===== src/design/sio_pkg.sv =====
// Constants, field layouts and carrier types for the configuration register bank.
// Assumes a single 40 MHz clock and a host that enters configuration mode elsewhere.
//
// Summary of operation
// - In configuration mode, write an index to the select port, then use the data port.
// - Power-up loads defaults; an ordinary reset leaves register contents unchanged.
// - Parallel-and-lock register sits at index 01h and powers up as 9Fh.
// - Parallel base: 00 off, 01 3BCh, 10 378h, 11 278h.
// - Bit 2 high powers the parallel port; low puts it in low power.
// - Bit 4 high drives interrupts active high; low drives active low, floats inactive.
// - In ECP or EPP modes the parallel interrupt is always active low, floating.
// - Bits 6:5 choose third and fourth serial slot addresses.
// - Lock bit high permits access; once cleared only hard or power-up reset sets it.
// - Serial-setup register sits at index 02h and powers up as DCh.
// - Bits 1:0 place the primary UART: 3F8h, 2F8h, slot three, slot four.
// - Bit 2 high enables the primary UART.
// - Bit 3 low puts the primary UART in power-down.
// - Bits 5:4 place the secondary UART alike; default 2F8h.
// - Bit 6 high enables the secondary UART.
// - Bit 7 low puts the secondary UART in power-down.
// - Floppy-options register sits at index 03h and powers up as 78h.
// - Bit 1 selects normal or enhanced floppy mode 2.
// - Bits 3 and 4 map rate selects to rate pins; ignored when bit 1 set.
// - Options 00 copy, option 0 swaps 500/250 codes, both set makes inputs.
// - Bits 6:5 choose the floppy interface style; 11 is the default.
package sio_pkg;

   // Host port addresses
   localparam logic [15:0] SEL_PORT  = 16'h03F0;
   localparam logic [15:0] DATA_PORT = 16'h03F1;

   // Register indices, power-up values and the floppy write mask
   localparam logic [7:0]  IDX_PAR    = 8'h01;
   localparam logic [7:0]  IDX_SER    = 8'h02;
   localparam logic [7:0]  IDX_FLP    = 8'h03;
   localparam logic [7:0]  PAR_RST    = 8'h9F;
   localparam logic [7:0]  SER_RST    = 8'hDC;
   localparam logic [7:0]  FLP_RST    = 8'h78;
   localparam logic [7:0]  FLP_WMASK  = 8'hFE;
   localparam logic [7:0]  IDX_RST    = 8'h00;

   // Parallel-and-lock field positions
   localparam int PP_ADDR_LSB = 0;
   localparam int PP_PWR_BIT  = 2;
   localparam int PP_MODE_BIT = 3;
   localparam int IRQ_POL_BIT = 4;
   localparam int SLOT_LSB    = 5;
   localparam int LOCK_BIT    = 7;

   // Serial-setup field positions
   localparam int U1_ADDR_LSB = 0;
   localparam int U1_EN_BIT   = 2;
   localparam int U1_PWR_BIT  = 3;
   localparam int U2_ADDR_LSB = 4;
   localparam int U2_EN_BIT   = 6;
   localparam int U2_PWR_BIT  = 7;

   // Floppy-options field positions
   localparam int ENH_BIT     = 1;
   localparam int PSEL_LO_BIT = 2;
   localparam int OPT0_BIT    = 3;
   localparam int OPT1_BIT    = 4;
   localparam int STYLE_LSB   = 5;
   localparam int PSEL_HI_BIT = 7;

   // Decoded addresses
   localparam logic [15:0] PP_ADDR_A = 16'h03BC;
   localparam logic [15:0] PP_ADDR_B = 16'h0378;
   localparam logic [15:0] PP_ADDR_C = 16'h0278;
   localparam logic [15:0] NO_ADDR   = 16'h0000;
   localparam logic [15:0] UART_A    = 16'h03F8;
   localparam logic [15:0] UART_B    = 16'h02F8;
   localparam logic [15:0] SLOT3_0   = 16'h0338;
   localparam logic [15:0] SLOT4_0   = 16'h0238;
   localparam logic [15:0] SLOT3_1   = 16'h03E8;
   localparam logic [15:0] SLOT4_1   = 16'h02E8;
   localparam logic [15:0] SLOT3_2   = 16'h02E8;
   localparam logic [15:0] SLOT4_2   = 16'h02E0;
   localparam logic [15:0] SLOT3_3   = 16'h0220;
   localparam logic [15:0] SLOT4_3   = 16'h0228;

   // Extended parallel mode codes of the extended-setup register
   localparam logic [1:0]  EXT_EPP = 2'h1;
   localparam logic [1:0]  EXT_ECP = 2'h2;

   // Role of the multiplexed pin
   typedef enum logic [1:0] {
      PIN_DRIVE_SENSE = 2'b00,
      PIN_EXTRA_ADDR  = 2'b01,
      PIN_IRQ_TWO     = 2'b10,
      PIN_IRQ_TWO_ALT = 2'b11
   } sio_pin_role_t;

   // One tri-state pin drive
   typedef struct packed {
      logic out;
      logic oe;
   } sio_pin_t;

   // One UART's placement
   typedef struct packed {
      logic [15:0] base;
      logic        enable;
      logic        powered;
   } sio_uart_t;

   // Rate mapper state
   typedef struct packed {
      logic [1:0] pinOut;
      logic [1:0] pinOe;
   } sio_rate_t;

   // Whole state of the register bank
   typedef struct packed {
      logic [7:0]    index;
      logic [7:0]    parallelAndLockConfig;
      logic [7:0]    serialPortsConfig;
      logic [7:0]    floppyInterfaceOptions;
      logic [7:0]    rdData;
      logic          rdValid;
      logic [15:0]   ppBase;
      logic          ppPowered;
      logic          ppPrinterMode;
      logic [15:0]   slotThree;
      logic [15:0]   slotFour;
      sio_uart_t     uartOne;
      sio_uart_t     uartTwo;
      logic          enhancedMode;
      logic [1:0]    interfaceStyle;
      sio_pin_t      serialIrqA;
      sio_pin_t      serialIrqB;
      sio_pin_t      floppyIrq;
      sio_pin_t      parallelIrq;
      sio_pin_t      muxPin;
      logic          driveTwoSense;
   } sio_state_t;

endpackage


===== src/design/sio_rate_map.sv =====
// Maps the floppy data-rate select bits onto the two rate pins.
// Assumes the rate select bits come from the floppy controller on the same clock.
`timescale 1ns/1ps
module sio_rate_map (
   // Clock and control
   input  wire logic             clk,
   input  wire logic             sys_rst,
   input  wire logic             ce,
   // Mapping options
   input  wire logic [1:0]       rateSel,
   input  wire logic             optZero,
   input  wire logic             optOne,
   input  wire logic             enhanced,
   // Pin drive
   output sio_pkg::sio_rate_t    ratePins
);

   sio_pkg::sio_rate_t st;
   sio_pkg::sio_rate_t next_st;
   logic               o0;
   logic               o1;

   ////////////////////////////////////////////////////////////////////////////////
   // Options are don't-care in enhanced mode
   always_comb begin
      o0 = optZero & ~enhanced;
      o1 = optOne & ~enhanced;
      next_st = st;
      if (o0 && o1) begin
         next_st.pinOut = 2'h0;
         next_st.pinOe  = 2'h0;
      end else if (o0) begin
         next_st.pinOut = {rateSel[1] ^ ~rateSel[0], rateSel[0]};
         next_st.pinOe  = 2'h3;
      end else begin
         next_st.pinOut = rateSel;
         next_st.pinOe  = 2'h3;
      end
   end

   // Register the pin drive
   always_ff @(posedge clk) begin
      if (sys_rst) begin
         st <= '0;
      end else if (ce) begin
         st <= next_st;
      end
   end

   assign ratePins = st;

endmodule // sio_rate_map


===== src/design/sio_config_regs.sv =====
// Configuration register bank for parallel, serial and floppy setup.
// Assumes configuration-mode entry and exit are decoded outside and given as a level.
`timescale 1ns/1ps
module sio_config_regs (
   // Clock and control
   input  wire logic                clk,
   input  wire logic                sys_rst,
   input  wire logic                ce,
   input  wire logic                hardRst,
   // Host port
   input  wire logic                cfgMode,
   input  wire logic [15:0]         hostAddr,
   input  wire logic                hostWrStb,
   input  wire logic                hostRdStb,
   input  wire logic [7:0]          hostWrData,
   output logic [7:0]               hostRdData,
   output logic                     hostRdValid,
   // Parallel port setup
   output logic [15:0]              ppBase,
   output logic                     ppPowered,
   output logic                     ppPrinterMode,
   input  wire logic [1:0]          ppExtMode,
   output logic                     cfgUnlocked,
   // Serial setup
   output logic [15:0]              slotThree,
   output logic [15:0]              slotFour,
   output sio_pkg::sio_uart_t       uartOne,
   output sio_pkg::sio_uart_t       uartTwo,
   // Floppy setup
   output logic                     enhancedMode,
   output logic [1:0]               interfaceStyle,
   input  wire logic [1:0]          rateSel,
   output sio_pkg::sio_rate_t       ratePins,
   // Interrupt requests and pins
   input  wire logic                serialReqA,
   input  wire logic                serialReqB,
   input  wire logic                floppyReq,
   input  wire logic                parallelReq,
   output sio_pkg::sio_pin_t        serialIrqA,
   output sio_pkg::sio_pin_t        serialIrqB,
   output sio_pkg::sio_pin_t        floppyIrq,
   output sio_pkg::sio_pin_t        parallelIrq,
   // Multiplexed pin
   input  wire logic                muxPinIn,
   input  wire logic                extraAddrHit,
   output sio_pkg::sio_pin_t        muxPin,
   output logic                     driveTwoSense
);

   sio_pkg::sio_state_t st;
   sio_pkg::sio_state_t next_st;
   sio_pkg::sio_pin_role_t role;
   logic                unlocked;
   logic                dataWr;
   logic                dataRd;
   logic                extIrq;
   logic [7:0]          par;
   logic [7:0]          ser;
   logic [7:0]          flp;

   ////////////////////////////////////////////////////////////////////////////////
   // Helpers

   // Drive one interrupt pin for the chosen polarity
   function automatic sio_pkg::sio_pin_t irqDrive(input logic req, input logic highPol);
      sio_pkg::sio_pin_t p;
      if (highPol) begin
         p.out = req;
         p.oe  = 1'b1;
      end else begin
         p.out = 1'b0;
         p.oe  = req;
      end
      return p;
   endfunction

   // Place one UART from its two-bit code
   function automatic logic [15:0] uartAddr(input logic [1:0] code, input logic [15:0] s3,
                                            input logic [15:0] s4);
      logic [15:0] a;
      unique case (code)
         2'h0: a = sio_pkg::UART_A;
         2'h1: a = sio_pkg::UART_B;
         2'h2: a = s3;
         2'h3: a = s4;
      endcase
      return a;
   endfunction

   ////////////////////////////////////////////////////////////////////////////////
   // Decode of the current registers
   always_comb begin
      par      = st.parallelAndLockConfig;
      ser      = st.serialPortsConfig;
      flp      = st.floppyInterfaceOptions;
      unlocked = par[sio_pkg::LOCK_BIT];
      dataWr   = cfgMode & hostWrStb & (hostAddr == sio_pkg::DATA_PORT) & unlocked;
      dataRd   = cfgMode & hostRdStb & (hostAddr == sio_pkg::DATA_PORT);
      extIrq   = ~par[sio_pkg::PP_MODE_BIT] &
                 ((ppExtMode == sio_pkg::EXT_EPP) | (ppExtMode == sio_pkg::EXT_ECP));
      role     = sio_pkg::sio_pin_role_t'({flp[sio_pkg::PSEL_HI_BIT], flp[sio_pkg::PSEL_LO_BIT]});
   end

   ////////////////////////////////////////////////////////////////////////////////
   // Next state
   always_comb begin
      next_st         = st;
      next_st.rdValid = 1'b0;

      // Index select port write
      if (cfgMode && hostWrStb && hostAddr == sio_pkg::SEL_PORT) begin
         next_st.index = hostWrData;
      end

      // Data port write, blocked by the lock
      if (dataWr) begin
         unique case (st.index)
            sio_pkg::IDX_PAR: next_st.parallelAndLockConfig = hostWrData;
            sio_pkg::IDX_SER: next_st.serialPortsConfig     = hostWrData;
            sio_pkg::IDX_FLP: next_st.floppyInterfaceOptions =
                                 hostWrData & sio_pkg::FLP_WMASK;
            default: ;
         endcase
      end

      // Hard reset only restores the lock bit and the index
      if (hardRst) begin
         next_st.parallelAndLockConfig[sio_pkg::LOCK_BIT] = 1'b1;
         next_st.index = sio_pkg::IDX_RST;
      end

      // Data port read answers the following cycle
      if (dataRd) begin
         next_st.rdValid = 1'b1;
         if (!unlocked) begin
            next_st.rdData = 8'h00;
         end else begin
            unique case (st.index)
               sio_pkg::IDX_PAR: next_st.rdData = par;
               sio_pkg::IDX_SER: next_st.rdData = ser;
               sio_pkg::IDX_FLP: next_st.rdData = flp;
               default:          next_st.rdData = 8'h00;
            endcase
         end
      end

      // Parallel port placement and modes
      unique case (par[sio_pkg::PP_ADDR_LSB +: 2])
         2'h0: next_st.ppBase = sio_pkg::NO_ADDR;
         2'h1: next_st.ppBase = sio_pkg::PP_ADDR_A;
         2'h2: next_st.ppBase = sio_pkg::PP_ADDR_B;
         2'h3: next_st.ppBase = sio_pkg::PP_ADDR_C;
      endcase
      next_st.ppPowered     = par[sio_pkg::PP_PWR_BIT];
      next_st.ppPrinterMode = par[sio_pkg::PP_MODE_BIT];

      // Third and fourth serial slots
      unique case (par[sio_pkg::SLOT_LSB +: 2])
         2'h0: begin
            next_st.slotThree = sio_pkg::SLOT3_0;
            next_st.slotFour  = sio_pkg::SLOT4_0;
         end
         2'h1: begin
            next_st.slotThree = sio_pkg::SLOT3_1;
            next_st.slotFour  = sio_pkg::SLOT4_1;
         end
         2'h2: begin
            next_st.slotThree = sio_pkg::SLOT3_2;
            next_st.slotFour  = sio_pkg::SLOT4_2;
         end
         2'h3: begin
            next_st.slotThree = sio_pkg::SLOT3_3;
            next_st.slotFour  = sio_pkg::SLOT4_3;
         end
      endcase

      // UART placement, enable and power
      next_st.uartOne.base    = uartAddr(ser[sio_pkg::U1_ADDR_LSB +: 2], st.slotThree, st.slotFour);
      next_st.uartOne.enable  = ser[sio_pkg::U1_EN_BIT];
      next_st.uartOne.powered = ser[sio_pkg::U1_PWR_BIT];
      next_st.uartTwo.base    = uartAddr(ser[sio_pkg::U2_ADDR_LSB +: 2], st.slotThree, st.slotFour);
      next_st.uartTwo.enable  = ser[sio_pkg::U2_EN_BIT];
      next_st.uartTwo.powered = ser[sio_pkg::U2_PWR_BIT];

      // Floppy mode and interface style
      next_st.enhancedMode   = flp[sio_pkg::ENH_BIT];
      next_st.interfaceStyle = flp[sio_pkg::STYLE_LSB +: 2];

      // Interrupt pin polarity
      next_st.serialIrqA  = irqDrive(serialReqA, par[sio_pkg::IRQ_POL_BIT]);
      next_st.serialIrqB  = irqDrive(serialReqB, par[sio_pkg::IRQ_POL_BIT]);
      next_st.floppyIrq   = irqDrive(floppyReq, par[sio_pkg::IRQ_POL_BIT]);
      next_st.parallelIrq = irqDrive(parallelReq, par[sio_pkg::IRQ_POL_BIT] & ~extIrq);

      // Multiplexed pin role
      unique case (role)
         sio_pkg::PIN_DRIVE_SENSE: begin
            next_st.muxPin        = '0;
            next_st.driveTwoSense = muxPinIn;
         end
         sio_pkg::PIN_EXTRA_ADDR: begin
            next_st.muxPin.out = extraAddrHit;
            next_st.muxPin.oe  = 1'b1;
         end
         sio_pkg::PIN_IRQ_TWO, sio_pkg::PIN_IRQ_TWO_ALT: begin
            next_st.muxPin = next_st.parallelIrq;
         end
      endcase
   end

   ////////////////////////////////////////////////////////////////////////////////
   // State register; only the power-up reset loads defaults
   always_ff @(posedge clk) begin
      if (sys_rst) begin
         st                        <= '0;
         st.parallelAndLockConfig  <= sio_pkg::PAR_RST;
         st.serialPortsConfig      <= sio_pkg::SER_RST;
         st.floppyInterfaceOptions <= sio_pkg::FLP_RST;
         st.index                  <= sio_pkg::IDX_RST;
      end else if (ce) begin
         st <= next_st;
      end
   end

   // Rate pin mapper
   sio_rate_map u_rate (
      .clk      (clk),
      .sys_rst  (sys_rst),
      .ce       (ce),
      .rateSel  (rateSel),
      .optZero  (st.floppyInterfaceOptions[sio_pkg::OPT0_BIT]),
      .optOne   (st.floppyInterfaceOptions[sio_pkg::OPT1_BIT]),
      .enhanced (st.floppyInterfaceOptions[sio_pkg::ENH_BIT]),
      .ratePins (ratePins)
   );

   // Outputs straight from the state register
   assign hostRdData     = st.rdData;
   assign hostRdValid    = st.rdValid;
   assign ppBase         = st.ppBase;
   assign ppPowered      = st.ppPowered;
   assign ppPrinterMode  = st.ppPrinterMode;
   assign cfgUnlocked    = st.parallelAndLockConfig[sio_pkg::LOCK_BIT];
   assign slotThree      = st.slotThree;
   assign slotFour       = st.slotFour;
   assign uartOne        = st.uartOne;
   assign uartTwo        = st.uartTwo;
   assign enhancedMode   = st.enhancedMode;
   assign interfaceStyle = st.interfaceStyle;
   assign serialIrqA     = st.serialIrqA;
   assign serialIrqB     = st.serialIrqB;
   assign floppyIrq      = st.floppyIrq;
   assign parallelIrq    = st.parallelIrq;
   assign muxPin         = st.muxPin;
   assign driveTwoSense  = st.driveTwoSense;
endmodule // sio_config_regs


===== config.mk =====
export PLATFORM = sky130hd
export DESIGN_NAME = sio_config_regs
export DESIGN_NICKNAME = d
export VERILOG_FILES = /design/src/design/sio_pkg.sv /design/src/design/sio_rate_map.sv /design/src/design/sio_config_regs.sv
export SDC_FILE = /design/constraint.sdc
export NUM_CORES = 1
export LEC_CHECK = 0
export BUFFER_PORTS_ARGS = -buffer_cell sky130_fd_sc_hd__buf_2
export CAP_MARGIN = 20
export CORE_MARGIN = 1
export CORE_UTILIZATION = 54
export DETAILED_ROUTE_END_ITERATION = 16
export PLACE_DENSITY_LB_ADDON = 0.25
export SLEW_MARGIN = 20
export SYNTH_ARGS = -nofsm -noshare
export SYNTH_HDL_FRONTEND = slang
export SYNTH_SLANG_ARGS = --single-unit

===== constraint.sdc =====
create_clock -name clk -period 4.1 [get_ports clk]
set_input_delay 0.205 -clock clk [delete_from_list [all_inputs] [get_ports clk]]
set_output_delay 0.205 -clock clk [all_outputs]
set_load 0.05 [all_outputs]

======== Word-level counts from Yosys, hierarchy flattened ========
Cells that the tools add are included.
operators by class
  mux-type cells .......................... 20
  equality and inequality tests ........... 22
  bitwise gates (word level) .............. 15
  reduce and logical (&&, ||, !) cells .... 19
operators by type and width
  operator              count
  $pmux 16 s4           3
  $pmux 32 s4           1
  $mux 8                5
  $eq 16x10->1 const B  2
  $mux 24               1
  $pmux 8 s3            1
  $eq 2x2->1 const B    11
  $eq 8x2->1 const B    2
  $eq 2x1->1 const B    6
  $reduce_and 3->1      4
  $logic_not 2->1       5
  $and 1x1->1           9
  $mux 9                1
  $eq 8x1->1 const B    1
  $mux 2                4
  $mux 4                2
  $pmux 2 s3            1
  $reduce_and 2->1      3
  $reduce_bool 2->1     3
  $not 1->1             4
  $logic_and 1x1->1     3
  $reduce_or 2->1       1
  $mux 1                1
  $or 1x1->1            1
  $xor 1x1->1           1
storage, ports and cells
  register bits ........................... 144
  bits of input ports ..................... 41
  word-level logic and storage cells ...... 109
  output and inout port bits .............. 114

======== Depth between registers and ports, before layout ========
  depth in word-level cells ............... 7
  mapped depth ............................ 6
  depth with buffers taken out ............ 6

======== Hierarchy ========
A second synthesis with hierarchy kept.
unflattened totals
  cell total of the unflattened synthesis .. 494
  area total of the unflattened synthesis .. 4461.8 sq um
modules (own cells, without submodules)
  module           cells an instance  area each (sq um)  times used
  sio_config_regs  478                4319.1             1
  sio_rate_map     16                 142.6              1

======== Worst setup path after synthesis ========
No wires, ideal clock.
  kind .................................... register to register
  start point ............................. register st, in the netlist par[7]
  end point ............................... register st, in the netlist par[0]
  library setup time ...................... 72 ps
  buffers on the path ..................... 0
  required time ........................... 4028 ps
  arrival time ............................ 1808 ps
  clock period less this slack ............ 1880 ps
  cell stages (with the launch flop) ...... 5
  path slack .............................. 2220 ps
  path through ............................ dfxtp_1 > nor3b_1 > nand4_1 > nor3_2 > mux2i_1
on the way
  word-level cells in the longest chain between the ends .. 2
ends and longest elaborated chain
  item                        RTL line                text
  start: declaration          sio_config_regs.sv:50   sio_pkg::sio_state_t st;
  start signal: assignment    sio_config_regs.sv:221  st <= next_st;
  $and 1x1->1                 sio_config_regs.sv:97   dataWr = cfgMode & hostWrStb & (hostAddr == sio_pkg::DATA_PORT) & unlocked;
  $reduce_and 3->1 (no line)  -
No other way between the ends.
A chain may end at the register's enable or synchronous reset.

======== Worst setup path after layout ========
  start point ............................. register st[134] in the netlist's numbering
  end point ............................... register st, in the netlist ser[4]
on the way
  word-level cells in the longest chain between the ends .. 2
ends and longest elaborated chain
  item                        RTL line                text
  $eq 8x2->1                  sio_config_regs.sv:117  unique case (st.index)
  $reduce_and 3->1 (no line)  -
No other way between the ends.

==> results by group <==
Final layout
  – Layout cells sized above 1: 25.70%
  – Net count, final: 581
  – Commonest non-fill, non-tap cell in the layout: buf_2
  – # diodes: 0
  – Layout fillers: 730
  – Area Growth Syn to Fin: 4.635%
  – Reg area: about 1700 um2
  – Multi-input gate area: 2004 um2
  – Leading cell types in the layout, fill and taps excluded: buf_2, dfxtp_1, nor2_1
  – Fin area: 4604 um2

Synthesis
  – Post-synthesis instance area: 4400 um2
  – Yosys warnings: 0
  – Share of Yosys cell area claimed by the top area cell type: between 30% and 40%
  – Mux share of post-synthesis cell area: 14.56%
  – XOR/XNOR share of the synthesized area: less than 1%
  – Synth Flop Type: dfxtp_1
  – Area leader, netlist: dfxtp_1
  – Synth Area in Compound Gates: 6.198%
  – FFs w/ async S/R, synth: 0%
  – Number of flops mapped to enable cells by yosys: 0
  – Area contributors post-synth: dfxtp_1, buf_4, mux2i_1
  – Avg Synthesized Cell Area: 8.872 um2
  – Mapped Cells: 496
  – Synth Area in Adders: 2.275%
  – Seq/Total Area, Yosys: 37.76%
  – Largest family of logic cells by synthesized area: buffers and inverters
  – Yosys reg bits: 83
  – Simple-gate share of the synthesized area: 18.14%
  – Unique cell type count in the Yosys netlist: 40

Global route
  – Largest net degree at the start of global routing: 76
  – First-pass GRT wire length: 13570 um
  – Overflow after GRT: 0
  – Initial antenna violation count: 0
  – GR Util All Layers: roughly a fifth
  – Vias in the first global route: 2851

CTS
  – Hold-fix buffers at CTS: 0
  – H-tree depth: 3
  – Setup repair bufs after CTS: 0
  – PostCTS Resize Cnt: 0
  – Clock transition at path regs: around 0.080 ns
  – Worst-Skew Late Latency: ~0.35 ns
  – TritonCTS Buffers: 9
  – Num Clock Sinks: 83
  – CTS tree: done
  – Root buf cell: clkbuf_8
  – Clock Tree Buf Depth: 2

Power
  – Clock power share: 36.1%
  – Worst vdd ir: 0.2117 mV
  – Switching Share: roughly 31%
  – Internal Dissipation: 1.269 mW
  – PwrDens: around 400 nW/um2
  – Leakage power: 2.234 nW
  – Reg power frac: 45.9%
  – Net switching power: 0.5683 mW
  – Combinational fraction of design power: 18.0%

STA
  – Unrepaired setup endpoints after global routing: no
  – Fin. Hold Viols: 0
  – Worst slew pin tran: 0.8489 ns
  – Setup Viol. Count Final: 0
  – Clock skew: 0.006402 ns
  – Final cycle utilization of the critical path: 51.45%
  – Final slew viol count: 0
  – Final Worst Setup Slack: 1.991 ns
  – Worst slew margin: 43.10%
  – Setup Total Neg Slack: 0 ns
  – Max Fclk: ~470 MHz
  – Final Critical Period: 2.109 ns

Setup path
  – CP max stage delay: about 0.61 ns
  – Bufs and invs on worst path: 0
  – Nature of the critical path endpoint: flip-flop
  – R2R depth: 4
  – Critical path type: flip-flop to flip-flop
  – Slowest stage cell, crit path: dfxtp_1
  – Largest delay share family, worst path: simple AND/OR/NAND/NOR gates
  – Cell breakdown of the critical path: nor2b_1, nand4_1, or3_1, mux2i_1
  – Reg2Reg Launch Point: st[134]
  – Reg-to-Reg End: ser[4]
  – Reg-to-reg setup timing slack: between 1.5 and 2 ns
  – Worst endpoint data arrival time: 2.33 ns
  – Crit Path Max Fanout: 12
  – Worst EP required: between 4 and 5 ns
  – Number of cells on the critical path: 4
  – Worst setup SP type: flip-flop

Detailed routing
  – DRT iter0 DRCs: 148
  – ANT nets after route: 0
  – Remaining DRCs: 0
  – Avg WL per Cell: 13.29 um
  – DR vias/cell: roughly 5
  – 1st-pass router iterations: 4
  – Post-Route WL: 8490 um
  – Total number of vias: 3172

Placement
  – Placer Congestion: 0.7965
  – Pre-CTS setup slack: 2.007 ns
  – PortBufs: 109
  – HPWL Detailed: 6201 um
  – Area after DPL: 4377 um2

Min path
  – Hold Path Stages: 3
  – Hold wc startpoint: hostWrData[6]
  – Hold Path Sink: st[139]
  – Worst hold-check path type: input pin to flip-flop

Flow run
  – Maxcap violations: 0

Floorplanning
  – Die width: 92.27 um
  – Core footprint: 7807 um2
  – # rows: 32
  – Starting Density: 56.36%
  – DIE AREA: 8514 um2
  – Die Ht: 92.27 um
  – Total I/O pin count: 155

Run status
  – Status: finished, final reports clean
[power by group through the flow]
| stage | sequential, mW | clock (mW) | combinational [mW] |
|---|---|---|---|
| after detailed placement | 0.863 | 0 | 0.330 |
| after global placement | 0.861 | 0 | 0.327 |
| after floorplan | 0.868 | 0 | 0.330 |
| after CTS | 0.844 | 0.678 | 0.330 |
| after global routing | 0.847 | 0.713 | 0.348 |
| final | 0.843 | 0.664 | 0.330 |
[final cells by class]
type	count	area share (%)
multi-input cells	321	43.53
flip-flops and latches	83	36.09
repair buffers	111	12.17
clock buffers	12	3.370
well taps	102	2.772
clock inverters	4	1.576
inverters	6	0.4891
[state kept, by name (all words and copies together) (netlist names), 2 cells and up]
name             count
uartOne              7
slotThree            5
u_rate.ratePins      3
muxPin               2
serialIrqA           2
parallelIrq          2
floppyIrq            2
interfaceStyle       2
ser                  8
par                  8
flp                  7
hostRdData           8
uartTwo              7
ppBase               4
st                   8
serialIrqB           2
[metrics by stage]
step	instances	power, mW	utilization, %	hold WS [ns]
floorplan	540	1.198	-	0.3471
global placement	623	1.189	55.95	0.4422
detailed placement	623	1.193	56.06	0.4512
CTS	639	1.852	58.97	0.1031
global route	639	1.908	58.97	0.1153
finish	639	1.838	58.97	0.1112
[cell families after synthesis]
group           Yosys count
other cells               1
buf+inv                 136
xor+xnor                  1
compound gates           41
flops                    83
mux                      63
fa+ha+maj                 8
simple gates            163
[cells in the mapped netlist, drive strengths merged, types with 2 or more instances]
cell and number:
a211oi 4, a21oi 13, a22o 7, a311oi 2, buf 113, clkbuf 17
dfxtp 83, ha 8, inv 6, mux2 8, mux2i 55, nand2 32
nand2b 31, nand3 9, nand4 5, nor2 64, nor2b 3, nor3 3
nor3b 3, nor4 2, o22ai 11, or3 3
[worst max-delay path by stage]
stage                 startpoint  endpoint  slack [ns]
finish                   st[134]    ser[4]        1.99
global route             st[134]    ser[6]        1.81
CTS                      st[134]    ser[5]        1.99
detailed placement       st[134]    ser[5]        2.01
global placement    hostAddr[13]   st[134]        1.90
floorplan                 par[7]    par[0]        2.22
[worst register-to-register path, cell delays in order (launching register included)]
cell and delay (ns):
dfxtp_1 0.61, nor2b_1 0.51, nand4_1 0.14, or3_1 0.54, mux2i_1 0.19
[per-layer routing]
layer,track usage (%),share of wire (%),vias up
li1,-,-,1576
met1,27.23,45,1466
met2,32.96,46,118
met3,4.312,7.1,12
met4,7.031,1.3,0
met5,0,0,-
(Power assumes the default switching activity.)
